**src/core/isc_pkg.sv**
```systemverilog
package isc_pkg;

  localparam int NUM_SRC = 32;
  localparam int STACK_DEPTH = 8;

  localparam logic [11:0] OFS_FLAG = 12'h000;
  localparam logic [11:0] OFS_TBASE = 12'h004;
  localparam logic [11:0] OFS_MADDR = 12'h008;
  localparam logic [11:0] OFS_MEN = 12'h00c;
  localparam logic [11:0] OFS_EDGE = 12'h010;
  localparam logic [11:0] OFS_STAT = 12'h014;
  localparam logic [11:0] OFS_CTRL = 12'h080;

  localparam int FLG_I = 0;
  localparam int FLG_U = 1;
  localparam int FLG_D = 2;
  localparam int FLG_O = 3;
  localparam int FLG_IPL = 4;
  localparam int CTRL_REQ = 3;

  localparam logic [6:0] FLAG_RST = 7'h00;
  localparam logic [19:0] TBASE_RST = 20'h00000;
  localparam logic [19:0] MADDR_RST = 20'h00000;
  localparam logic [1:0] EDGE_RST = 2'h0;
  localparam logic [9:0] PIN_RST = 10'h0ff;
  localparam logic [1:0] WARM_DONE = 2'h3;

  localparam logic [19:0] FIXED_BASE = 20'hffffc - 20'h00020;
  localparam logic [3:0] FIX_UNDEF = 4'h0;
  localparam logic [3:0] FIX_OVF = 4'h1;
  localparam logic [3:0] FIX_BRK = 4'h2;
  localparam logic [3:0] FIX_AMATCH = 4'h3;
  localparam logic [3:0] FIX_STEP = 4'h4;
  localparam logic [3:0] FIX_WDT = 4'h5;
  localparam logic [3:0] FIX_DBG = 4'h6;
  localparam logic [3:0] FIX_RESET = 4'h8;

  localparam logic [4:0] SRC_KEY = 5'h0d;
  localparam logic [4:0] SRC_EDGE0 = 5'h1d;
  localparam logic [4:0] SRC_EDGE1 = 5'h1e;

  typedef enum logic [2:0] {
    ISC_K_NONE, ISC_K_ARITH, ISC_K_UNDEF, ISC_K_INTO, ISC_K_BRK, ISC_K_INT
  } isc_kind_t;

  typedef struct packed {
    logic done;
    isc_kind_t kind;
    logic [5:0] num;
    logic ovf;
  } isc_instr_t;

  typedef struct packed {
    logic [19:0] vec_addr;
    logic fixed;
    logic [3:0] fix_idx;
    logic [5:0] num;
    logic maskable;
  } isc_accept_t;

  function automatic logic [19:0] isc_vec(input logic [19:0] base, input logic [5:0] idx);
    isc_vec = base + {12'h000, idx, 2'b00};
  endfunction

endpackage

```
**src/core/isc_core.sv**
```systemverilog
`timescale 1ns/100ps
`default_nettype none

// How it works
// - Maskable: gated by enable flag, priority settable.
// - Non-maskable: ignores enable flag and priorities.
// - Instruction-raised interrupts are always non-maskable.
// - Illegal opcode instruction always traps.
// - Overflow trap fires only with overflow flag set.
// - Arithmetic instructions update the overflow flag.
// - Break instruction always traps.
// - Trap call numbers 0-63; 0-31 share peripheral vectors.
// - Numbers 0-31 save stack flag, then clear it.
// - Return restores the saved stack flag.
// - Numbers 32-63 leave the stack flag alone.
// - Reset, watchdog, debugger, step, match are special.
// - Low reset input resets the device.
// - Watchdog raises its own non-maskable interrupt.
// - Step trace flag set: interrupt after each instruction.
// - Match enable set: trap before matching instruction.
// - Match only on an instruction's first byte.
// - Peripheral requests maskable, use vectors 0-31.
// - Low key scan input raises key request.
// - Edge pins request on the selected edge.
// - Per-source request and level; flags hold enable, level.
// - Fixed vectors are four bytes in the top region.
module isc_core (
  input wire logic pclk,
  input wire logic presetn,
  input wire logic psel,
  input wire logic penable,
  input wire logic pwrite,
  input wire logic [11:0] paddr,
  input wire logic [31:0] pwdata,
  output logic [31:0] prdata,
  output logic pready,
  output logic pslverr,
  input wire isc_pkg::isc_instr_t instr,
  input wire logic fetch_valid,
  input wire logic fetch_first,
  input wire logic [19:0] fetch_addr,
  input wire logic iret,
  input wire logic core_ready,
  input wire logic watchdog_evt,
  input wire logic debugger_break,
  input wire logic [31:0] periph_req,
  input wire logic [7:0] key_scan_input_n,
  input wire logic external_edge_irq_0,
  input wire logic external_edge_irq_1,
  output logic accept_valid,
  output isc_pkg::isc_accept_t accept_info,
  output logic stack_select,
  output logic overflow_flag
);

  logic [6:0] flag_reg;
  logic [19:0] tbase_reg;
  logic [19:0] maddr_reg;
  logic men_reg;
  logic [1:0] edge_sel_reg;
  logic [31:0] req_reg;
  logic [2:0] lvl_reg [0:31];
  logic [8:0] pend_reg;
  logic int_pend_reg;
  logic [5:0] int_num_reg;
  logic [7:0] ustack_reg;
  logic [9:0] pin_s1_reg;
  logic [9:0] pin_s2_reg;
  logic [9:0] pin_s3_reg;
  logic [9:0] pin_stable_reg;
  logic [1:0] warm_reg;
  logic [5:0] last_num_reg;
  logic [3:0] last_fix_reg;
  logic last_fixed_reg;
  isc_pkg::isc_accept_t sel;
  logic sel_valid;
  logic [8:0] pend_set;
  logic [8:0] pend_clr;
  logic [31:0] src_evt;
  logic [31:0] req_clr;
  logic [2:0] best_lvl;
  logic [2:0] processor_priority_level;
  logic wr_en;
  logic rd_setup;
  logic in_ctrl;
  logic [4:0] ctrl_idx;
  logic mapped;
  logic [31:0] rd_data;
  logic edge0_evt;
  logic edge1_evt;
  logic take;

  localparam int FLG_IPL_HI = isc_pkg::FLG_IPL + 2;
  assign processor_priority_level = flag_reg[FLG_IPL_HI:isc_pkg::FLG_IPL];
  assign take = sel_valid && core_ready;
  assign rd_setup = psel && !penable;
  assign wr_en = psel && penable && pready && pwrite;
  assign in_ctrl = (paddr[11:7] == isc_pkg::OFS_CTRL[11:7]);
  assign ctrl_idx = paddr[6:2];

  // Pin inputs pass three flip-flops; a change counts once the last two agree.
  always_ff @(posedge pclk or negedge presetn) begin
    if (!presetn) begin
      pin_s1_reg <= isc_pkg::PIN_RST;
      pin_s2_reg <= isc_pkg::PIN_RST;
      pin_s3_reg <= isc_pkg::PIN_RST;
      pin_stable_reg <= isc_pkg::PIN_RST;
      warm_reg <= 2'h0;
    end else begin
      pin_s1_reg <= {external_edge_irq_1, external_edge_irq_0, key_scan_input_n};
      pin_s2_reg <= pin_s1_reg;
      pin_s3_reg <= pin_s2_reg;
      if (warm_reg != isc_pkg::WARM_DONE) begin
        warm_reg <= warm_reg + 2'h1;
        // During warm-up the agreed level tracks the pins, so no false edge follows reset.
        pin_stable_reg <= pin_s2_reg;
      end else begin
        for (int i = 0; i < 10; i++) begin
          if (pin_s2_reg[i] == pin_s3_reg[i]) begin
            pin_stable_reg[i] <= pin_s3_reg[i];
          end
        end
      end
    end
  end

  // Edge detection on the agreed pin level, the selected polarity only.
  always_comb begin
    edge0_evt = 1'b0;
    edge1_evt = 1'b0;
    if (warm_reg == isc_pkg::WARM_DONE && pin_s2_reg[8] == pin_s3_reg[8]) begin
      edge0_evt = (pin_s3_reg[8] != pin_stable_reg[8]) && (pin_s3_reg[8] == edge_sel_reg[0]);
    end
    if (warm_reg == isc_pkg::WARM_DONE && pin_s2_reg[9] == pin_s3_reg[9]) begin
      edge1_evt = (pin_s3_reg[9] != pin_stable_reg[9]) && (pin_s3_reg[9] == edge_sel_reg[1]);
    end
  end

  // Source events for the maskable request bits.
  always_comb begin
    src_evt = periph_req;
    src_evt[isc_pkg::SRC_KEY] = periph_req[isc_pkg::SRC_KEY] | ~&pin_stable_reg[7:0];
    src_evt[isc_pkg::SRC_EDGE0] = periph_req[isc_pkg::SRC_EDGE0] | edge0_evt;
    src_evt[isc_pkg::SRC_EDGE1] = periph_req[isc_pkg::SRC_EDGE1] | edge1_evt;
  end

  // Special and instruction events become pending bits by fixed vector slot.
  always_comb begin
    pend_set = 9'h000;
    pend_set[isc_pkg::FIX_WDT] = watchdog_evt;
    pend_set[isc_pkg::FIX_DBG] = debugger_break;
    pend_set[isc_pkg::FIX_STEP] = instr.done && flag_reg[isc_pkg::FLG_D];
    pend_set[isc_pkg::FIX_AMATCH] = fetch_valid && fetch_first && men_reg &&
      (fetch_addr == maddr_reg);
    if (instr.done) begin
      pend_set[isc_pkg::FIX_UNDEF] = (instr.kind == isc_pkg::ISC_K_UNDEF);
      pend_set[isc_pkg::FIX_BRK] = (instr.kind == isc_pkg::ISC_K_BRK);
      pend_set[isc_pkg::FIX_OVF] = (instr.kind == isc_pkg::ISC_K_INTO) &&
        flag_reg[isc_pkg::FLG_O];
    end
  end

  // Acceptance choice: special and instruction traps first, then maskable requests.
  always_comb begin
    sel_valid = 1'b0;
    sel = '0;
    best_lvl = processor_priority_level;
    sel.fixed = 1'b1;
    if (pend_reg[isc_pkg::FIX_RESET]) begin
      sel.fix_idx = isc_pkg::FIX_RESET;
    end else if (pend_reg[isc_pkg::FIX_WDT]) begin
      sel.fix_idx = isc_pkg::FIX_WDT;
    end else if (pend_reg[isc_pkg::FIX_DBG]) begin
      sel.fix_idx = isc_pkg::FIX_DBG;
    end else if (pend_reg[isc_pkg::FIX_UNDEF]) begin
      sel.fix_idx = isc_pkg::FIX_UNDEF;
    end else if (pend_reg[isc_pkg::FIX_OVF]) begin
      sel.fix_idx = isc_pkg::FIX_OVF;
    end else if (pend_reg[isc_pkg::FIX_BRK]) begin
      sel.fix_idx = isc_pkg::FIX_BRK;
    end else if (int_pend_reg) begin
      sel.fixed = 1'b0;
      sel.num = int_num_reg;
    end else if (pend_reg[isc_pkg::FIX_STEP]) begin
      sel.fix_idx = isc_pkg::FIX_STEP;
    end else if (pend_reg[isc_pkg::FIX_AMATCH]) begin
      sel.fix_idx = isc_pkg::FIX_AMATCH;
    end else begin
      sel.fixed = 1'b0;
      sel.maskable = 1'b1;
    end
    if (!sel.maskable) begin
      sel_valid = 1'b1;
    end else if (flag_reg[isc_pkg::FLG_I]) begin
      for (int i = 0; i < isc_pkg::NUM_SRC; i++) begin
        if (req_reg[i] && lvl_reg[i] > best_lvl) begin
          best_lvl = lvl_reg[i];
          sel.num = i[5:0];
          sel_valid = 1'b1;
        end
      end
    end
    if (sel.fixed) begin
      sel.vec_addr = isc_pkg::isc_vec(isc_pkg::FIXED_BASE, {2'b00, sel.fix_idx});
    end else begin
      sel.vec_addr = isc_pkg::isc_vec(tbase_reg, sel.num);
    end
  end

  always_comb begin
    pend_clr = 9'h000;
    if (take && sel.fixed) begin
      pend_clr[sel.fix_idx] = 1'b1;
    end
    req_clr = 32'h0000_0000;
    if (take && sel.maskable) begin
      req_clr[sel.num[4:0]] = 1'b1;
    end
  end

  // Pending flags: a new event wins over the clear of the same cycle.
  always_ff @(posedge pclk or negedge presetn) begin
    if (!presetn) begin
      pend_reg <= 9'h000;
      pend_reg[isc_pkg::FIX_RESET] <= 1'b1;
      int_pend_reg <= 1'b0;
      int_num_reg <= 6'h00;
    end else begin
      pend_reg <= (pend_reg & ~pend_clr) | pend_set;
      if (instr.done && instr.kind == isc_pkg::ISC_K_INT) begin
        int_pend_reg <= 1'b1;
        int_num_reg <= instr.num;
      end else if (take && !sel.fixed && !sel.maskable) begin
        int_pend_reg <= 1'b0;
      end
    end
  end

  // Flag register: software writes, overflow updates, stack flag save and restore.
  always_ff @(posedge pclk or negedge presetn) begin
    if (!presetn) begin
      flag_reg <= isc_pkg::FLAG_RST;
      ustack_reg <= 8'h00;
    end else begin
      if (wr_en && !in_ctrl && paddr == isc_pkg::OFS_FLAG) begin
        flag_reg <= pwdata[6:0];
      end
      if (instr.done && instr.kind == isc_pkg::ISC_K_ARITH) begin
        flag_reg[isc_pkg::FLG_O] <= instr.ovf;
      end
      if (take) begin
        ustack_reg <= {ustack_reg[6:0], flag_reg[isc_pkg::FLG_U]};
        if (!sel.fixed && !sel.num[5]) begin
          flag_reg[isc_pkg::FLG_U] <= 1'b0;
        end
      end else if (iret) begin
        flag_reg[isc_pkg::FLG_U] <= ustack_reg[0];
        ustack_reg <= {1'b0, ustack_reg[7:1]};
      end
    end
  end

  // Per-source request bits and priority levels.
  always_ff @(posedge pclk or negedge presetn) begin
    if (!presetn) begin
      req_reg <= 32'h0000_0000;
      for (int i = 0; i < isc_pkg::NUM_SRC; i++) begin
        lvl_reg[i] <= 3'h0;
      end
    end else begin
      for (int i = 0; i < isc_pkg::NUM_SRC; i++) begin
        if (src_evt[i]) begin
          req_reg[i] <= 1'b1;
        end else if (req_clr[i] || (wr_en && in_ctrl && ctrl_idx == i[4:0] &&
            !pwdata[isc_pkg::CTRL_REQ])) begin
          req_reg[i] <= 1'b0;
        end
      end
      if (wr_en && in_ctrl) begin
        lvl_reg[ctrl_idx] <= pwdata[2:0];
      end
    end
  end

  // Table base, match address and enable, edge polarity.
  always_ff @(posedge pclk or negedge presetn) begin
    if (!presetn) begin
      tbase_reg <= isc_pkg::TBASE_RST;
      maddr_reg <= isc_pkg::MADDR_RST;
      men_reg <= 1'b0;
      edge_sel_reg <= isc_pkg::EDGE_RST;
    end else if (wr_en && !in_ctrl) begin
      if (paddr == isc_pkg::OFS_TBASE) begin
        tbase_reg <= pwdata[19:0];
      end
      if (paddr == isc_pkg::OFS_MADDR) begin
        maddr_reg <= pwdata[19:0];
      end
      if (paddr == isc_pkg::OFS_MEN) begin
        men_reg <= pwdata[0];
      end
      if (paddr == isc_pkg::OFS_EDGE) begin
        edge_sel_reg <= pwdata[1:0];
      end
    end
  end

  // Accepted interrupt, presented to the core for one cycle.
  always_ff @(posedge pclk or negedge presetn) begin
    if (!presetn) begin
      accept_valid <= 1'b0;
      accept_info <= '0;
      last_num_reg <= 6'h00;
      last_fix_reg <= 4'h0;
      last_fixed_reg <= 1'b0;
    end else begin
      accept_valid <= take;
      if (take) begin
        accept_info <= sel;
        last_num_reg <= sel.num;
        last_fix_reg <= sel.fix_idx;
        last_fixed_reg <= sel.fixed;
      end
    end
  end

  always_ff @(posedge pclk or negedge presetn) begin
    if (!presetn) begin
      stack_select <= 1'b0;
      overflow_flag <= 1'b0;
    end else begin
      stack_select <= flag_reg[isc_pkg::FLG_U];
      overflow_flag <= flag_reg[isc_pkg::FLG_O];
    end
  end

  // Register read mux.
  always_comb begin
    rd_data = 32'h0000_0000;
    mapped = 1'b1;
    if (in_ctrl) begin
      rd_data = {28'h0000000, req_reg[ctrl_idx], lvl_reg[ctrl_idx]};
    end else begin
      unique case (paddr)
        isc_pkg::OFS_FLAG: rd_data = {25'h0000000, flag_reg};
        isc_pkg::OFS_TBASE: rd_data = {12'h000, tbase_reg};
        isc_pkg::OFS_MADDR: rd_data = {12'h000, maddr_reg};
        isc_pkg::OFS_MEN: rd_data = {31'h00000000, men_reg};
        isc_pkg::OFS_EDGE: rd_data = {30'h00000000, edge_sel_reg};
        isc_pkg::OFS_STAT: rd_data = {9'h000, int_pend_reg, pend_reg, last_fixed_reg,
          last_fix_reg, 2'h0, last_num_reg};
        default: mapped = 1'b0;
      endcase
    end
  end

  // Bus answer is prepared in the setup cycle and shown in the first access cycle.
  always_ff @(posedge pclk or negedge presetn) begin
    if (!presetn) begin
      pready <= 1'b0;
      pslverr <= 1'b0;
      prdata <= 32'h0000_0000;
    end else begin
      pready <= rd_setup;
      pslverr <= rd_setup && !mapped;
      if (rd_setup && !pwrite) begin
        prdata <= rd_data;
      end
    end
  end

endmodule

`default_nettype wire

```
**config.mk**
```make
export PLATFORM = sky130hd
export DESIGN_NAME = isc_core
export DESIGN_NICKNAME = d
export VERILOG_FILES = /design/src/core/isc_pkg.sv /design/src/core/isc_core.sv
export SDC_FILE = /design/constraint.sdc
export NUM_CORES = 1
export LEC_CHECK = 0
export ABC_AREA = 1
export BUFFER_PORTS_ARGS = -buffer_cell sky130_fd_sc_hd__buf_2
export CAP_MARGIN = 20
export CORE_AREA = 2 2 153 230
export CTS_BUF_LIST = sky130_fd_sc_hd__clkbuf_4 sky130_fd_sc_hd__clkbuf_8 sky130_fd_sc_hd__clkbuf_16
export CTS_CLUSTER_DIAMETER = 60
export DETAILED_ROUTE_END_ITERATION = 7
export DIE_AREA = 0 0 155 232
export GPL_ROUTABILITY_DRIVEN = 0
export GPL_TIMING_DRIVEN = 1
export HOLD_SLACK_MARGIN = 0.1
export PLACE_DENSITY = 0.77
export SYNTH_ARGS = -nofsm -noshare
export SYNTH_HDL_FRONTEND = slang
export SYNTH_SLANG_ARGS = --single-unit
```
**constraint.sdc**
```tcl
create_clock -name pclk -period 36.1 [get_ports pclk]
set_input_delay 5.415 -clock pclk [delete_from_list [all_inputs] [get_ports pclk]]
set_output_delay 5.415 -clock pclk [all_outputs]
set_load 0.03 [all_outputs]
```
Yosys cells after proc, flatten, opt, wreduce, memory -nomap -nowiden
Index checks and enable logic that the tools add are counted.
Operators by class
  add/sub/neg operators: 3
  order comparisons: 39
  eq/ne operators: 59
  muxes and demuxes: 295
  bitwise logic cells: 7
  reductions and logical operators: 219
Operators with widths (number)
  $mux 3: 104
  $mux 6: 35
  $pmux 23 s6: 1
  $mux 1: 133
  $logic_and 1x1->1: 125
  $bwmux 96: 1
  $gt 3x3->1: 32
  $reduce_bool 2->1: 45
  $eq 5x5->1 const B: 16
  $mux 7: 6
  $eq 5x4->1 const B: 8
  $logic_or 1x1->1: 32
  $mux 32: 1
  $eq 12x4->1 const B: 2
  $eq 12x5->1 const B: 2
  $mux 23: 1
  $add 20x8->20: 1
  $eq 20x20->1: 1
  $eq 5x3->1 const B: 4
  $mux 20: 1
  $mux 8: 2
  $bmux 3 s5: 1
  $demux 3 s5: 1
  $eq 1x1->1: 12
  35 further kinds: 55
Word-level totals
  flip-flop bits (word level): 313
  output and inout bits: 69

Longest topological paths before layout
  depth in word-level cells: 173
  gate-level depth with buffers: 270
  mapped depth without buffers: 269

Worst setup path before layout
No wires, ideal clock.
  path type: reg2reg
  start: register flag_reg[6]
  end: register accept_info[31] (netlist name)
  library setup time: 0.117 ns
  data arrival time: 35.304 ns
  required time: 35.983 ns
  slack: 0.678 ns
  cell stages (with the launch flop): 238
  buffers on the path: 1
  cells stage by stage: dfrtp_1 inv_1 ha_1 a21oi_1 nand2_2 nand2_4 nand2_1 o21ai_0 ha_1 nor2_1 or2_1 nand3_2 nand3_2 nand2_2 o21ai_0 ha_1 or2_2 o22ai_1 [202 not listed] nor2_1 inv_1 nor2_1 o21ai_0 nor2_1 a21boi_4 ha_1 nand2_1 o21ai_0 a21oi_1 nor2_1 nand3_1 nand3b_1 nor2_1 nand4_1 xor2_1 nor2_1 nor2_1
RTL lines
  from (decl): line isc_core.sv:56  | logic [6:0] flag_reg;
  from (signal assigned): line isc_core.sv:242  | flag_reg <= isc_pkg::FLAG_RST;
  from (signal assigned): line isc_core.sv:246  | flag_reg <= pwdata[6:0];
  from (signal, indexed assignment): line isc_core.sv:249  | flag_reg[isc_pkg::FLG_O] <= instr.ovf;
  to (signal assigned): line isc_core.sv:319  | accept_info <= sel;
  to (decl): line isc_core.sv:51  | output isc_pkg::isc_accept_t accept_info,

==> summary.txt <==
Status
  – Outcome: complete, no violations

Pwr
  – Clock share of power: 0.462
  – Leakage: 10.82 nW
  – Switching pwr: 189.7 uW
  – Cell-internal power: 577.6 uW
  – Share of total power in combinational logic: 0.070
  – Tot Pwr: 767.4 uW
  – Max VDD drop: 0.03171 mV
  – Switch share: 0.2472
  – Flop pwr share: 0.467
  – PD cells: 34.05 mW/mm^2

Global routing
  – Global Route Usage Sum: 0.3148
  – Global-route wire length before repair: 88.82 mm
  – Vias in the first global route: 17.32k
  – Pin count of the biggest net entering global routing: 95
  – Overflow after GRT: 0
  – Initial antenna violation count: 0

Clock network
  – Reg clk slew, reported paths: 70 ps
  – CTS buffer count: 30
  – H-tree lvl count: 1
  – Clock root cell: clkbuf_16
  – CTS tree: built
  – Clock Sinks: 304
  – Worst-case clock buffer depth: 3
  – Worst skew pair latency: 590 ps
  – CTS Hold Bufs: 0

Synth
  – Cell Area, Synth: 0.01817 sq mm
  – Synth Area in Compound Gates: 0.1796
  – #FFs+latches synth: 304
  – Most frequent cell after synthesis: nand2_1
  – Unique masters post-synth: 65
  – Seq/Total Area, Yosys: 0.4208
  – Synth area leaders: dfrtp_1 (37%), nand2_1 (12%), o21ai_0 (8.1%)
  – Ys flop type: dfrtp_1
  – YS warnings: 0
  – Synth area leader: dfrtp_1
  – Post-synthesis adder-cell area fraction: 0.03552
  – Mux contribution to synthesized area: 0.003717
  – Post-synth EDFFs: 0
  – Ys async rst share: 1.000
  – Largest family of logic cells by synthesized area: simple AND/OR/NAND/NOR gates
  – Syn Area/Cell: 7.824 sq um
  – Mapped Cells: 2,323
  – Most frequent cells after synthesis: nand2_1 (570), inv_1 (334), o21ai_0 (293)
  – Synth Area in Simple Gates: 0.2513
  – Post-synthesis xor/xnor area fraction: 0.01735
  – Post-synth top area share: 0.3731

Place
  – IO buf count: 175
  – Placed inst area: 0.02039 sq mm
  – Hpwl dp: 42.46 mm

Finish
  – P&R area growth vs syn: 24.00%
  – Fillers: 2,711
  – Final Cell Area: 0.02254 sq mm
  – Layout cells sized above 1: 0.2836
  – Max reg flops: 96
  – Layout Nets: 2,838
  – Fin util: 0.6636

Critical path
  – Worst path slowest cell: dfrtp_1
  – R2R Path End: accept_info[31]
  – Worst Path Required: 36,580 ps
  – Largest fanout on the critical path: 7
  – R2R Setup Slk: 1220 ps
  – Largest stage delay, worst path: 370 ps
  – Crit path DAT: 35,350 ps
  – Top delay family on crit path: simple AND/OR/NAND/NOR gates
  – CP Buf/Inv Count: 27
  – Setup crit end kind: flip-flop
  – Critical Path Source: flag_reg[6]
  – CP Launch Type: flip-flop
  – R2R Path Start: flag_reg[6]
  – Critical path type: flip-flop to flip-flop
  – R2R cell count: 258

Routing
  – WL final: 59.01 mm
  – Iter 0 DRT Violations: 1,467
  – Antenna viol nets, final: 0
  – Via Count: 18.00k
  – DRC viols: 0
  – Drt via density: 5.789
  – WL per Instance: 18.98 microns
  – First-pass DRT Iterations: 6

Timing
  – Max-Slew Margin vs Limit: 0.3109
  – Final setup vio count: 0
  – Worst-margin pin slew: 1032 ps
  – Fmax: 28.67 MHz
  – Fin. max-slew vios: 0
  – Post-layout min period: 34,880 ps
  – Final worst path period share: 0.9662
  – Final hold vios: 0
  – Clock Skew: 13.47 ps
  – Hold WS: 352.8 ps

Min path
  – Worst Hold End: pin_s2_reg[8]
  – Worst min path class: flip-flop to flip-flop
  – Critical hold path startpoint: pin_s1_reg[8]
  – Hold Path Depth: 0

Floorplan
  – # IOs: 197
  – Die ar.: 0.03596 sq mm
  – Initial Util: 0.5352
  – # rows: 83
  – Die span in y: 232 microns
  – Area of the core: 0.03396 sq mm
  – Die X: 155 microns

Run
  – Max-Cap Viols: 0
## layout by cell type (no fill, tap or decap), types with 19 or more instances in the layout
cell type  Yosys  routed
nand2_1      570     546
inv_1        334     326
dfrtp_1      271     271
o21ai_0      293     254
buf_4         10     179
buf_2          1     174
nor2_1       113     105
nand2_2       61      71
a21oi_1       73      69
nand3_1       59      57
o22ai_1       64      53
nand2_4       37      51
ha_1          50      39
nand3_2       33      33
dfstp_2       33      33
clkbuf_16      0      30
o21ai_2        5      26
xor2_1        26      26
o21ai_1       23      25
nand4_1       19      19
## logic make-up (layout without fill, tap and decap cells)
kind of cell / Yosys count / count (layout)
other: 1 / 10
adder cells (fa/ha/maj): 51 / 51
flip-flops: 304 / 304
multiplexers: 6 / 6
XOR/XNOR: 36 / 36
AO/OA/AOI/OAI: 563 / 563
AND/OR/NAND/NOR: 955 / 955
buffers and inverters: 407 / 759
## how the worst max path moves through the flow
stage,endpoint,depth (start not counted)
final,accept_info[31],258
after global routing,accept_info[31],257
after CTS,accept_info[30],237
after detailed placement,accept_info[30],236
after global placement,accept_info[30],237
after floorplan,accept_info[31],237
## area by class of cell
type                       count  area, sq um  share of cell area
inverter                     347         1311             0.05818
clock buffer                  34        799.5             0.03548
timing repair buffer         356         2285              0.1014
antenna                        1        2.502           0.0001110
sequential                   304         7649              0.3394
multi-input combinational   1620         9637              0.4276
tap                          425        531.8             0.02360
clock inverter                22        321.6             0.01427
## power by group through the flow
stage | registers [mW] | logic, mW | clock network [mW]
after global placement | 0.364 | 0.0512 | 0
after CTS | 0.358 | 0.0532 | 0.358
final | 0.359 | 0.0538 | 0.355
after floorplan | 0.365 | 0.0254 | 0
after global routing | 0.359 | 0.0590 | 0.372
after detailed placement | 0.365 | 0.0529 | 0
## stage by stage
stage,instances,worst slack [ps],setup TNS [ps]
2_1_floorplan,2331,678.4,0
3_3_place_gp,3019,-1130,-11380
3_5_place_dp,3020,-2597,-111150
4_1_cts,3076,0.4796,0
5_1_grt,3108,-845.1,-6171
6_report,3109,1222,0
## per-layer routing
| layer | GRT usage | routed length, microns | part of all wire | up-vias |
|---|---|---|---|---|
| met4 | 0.2104 | 4968 | 0.084 | 0 |
| met5 | 0 | 0 | 0 | - |
| li1 | - | - | - | 8285 |
| met3 | 0.04815 | 5192 | 0.088 | 313 |
| met1 | 0.3596 | 20800 | 0.35 | 8378 |
| met2 | 0.5436 | 28050 | 0.48 | 1021 |
## repair_timing
item	in CTS	in global routing
cloned	0	0
endpoints found under the hold margin	0	0
pin swaps	1	88
gates resized for setup	35	160
endpoints found under the setup margin	84	84
setup buffers	0	30
Note: power is estimated with default switching activity, not from simulation.
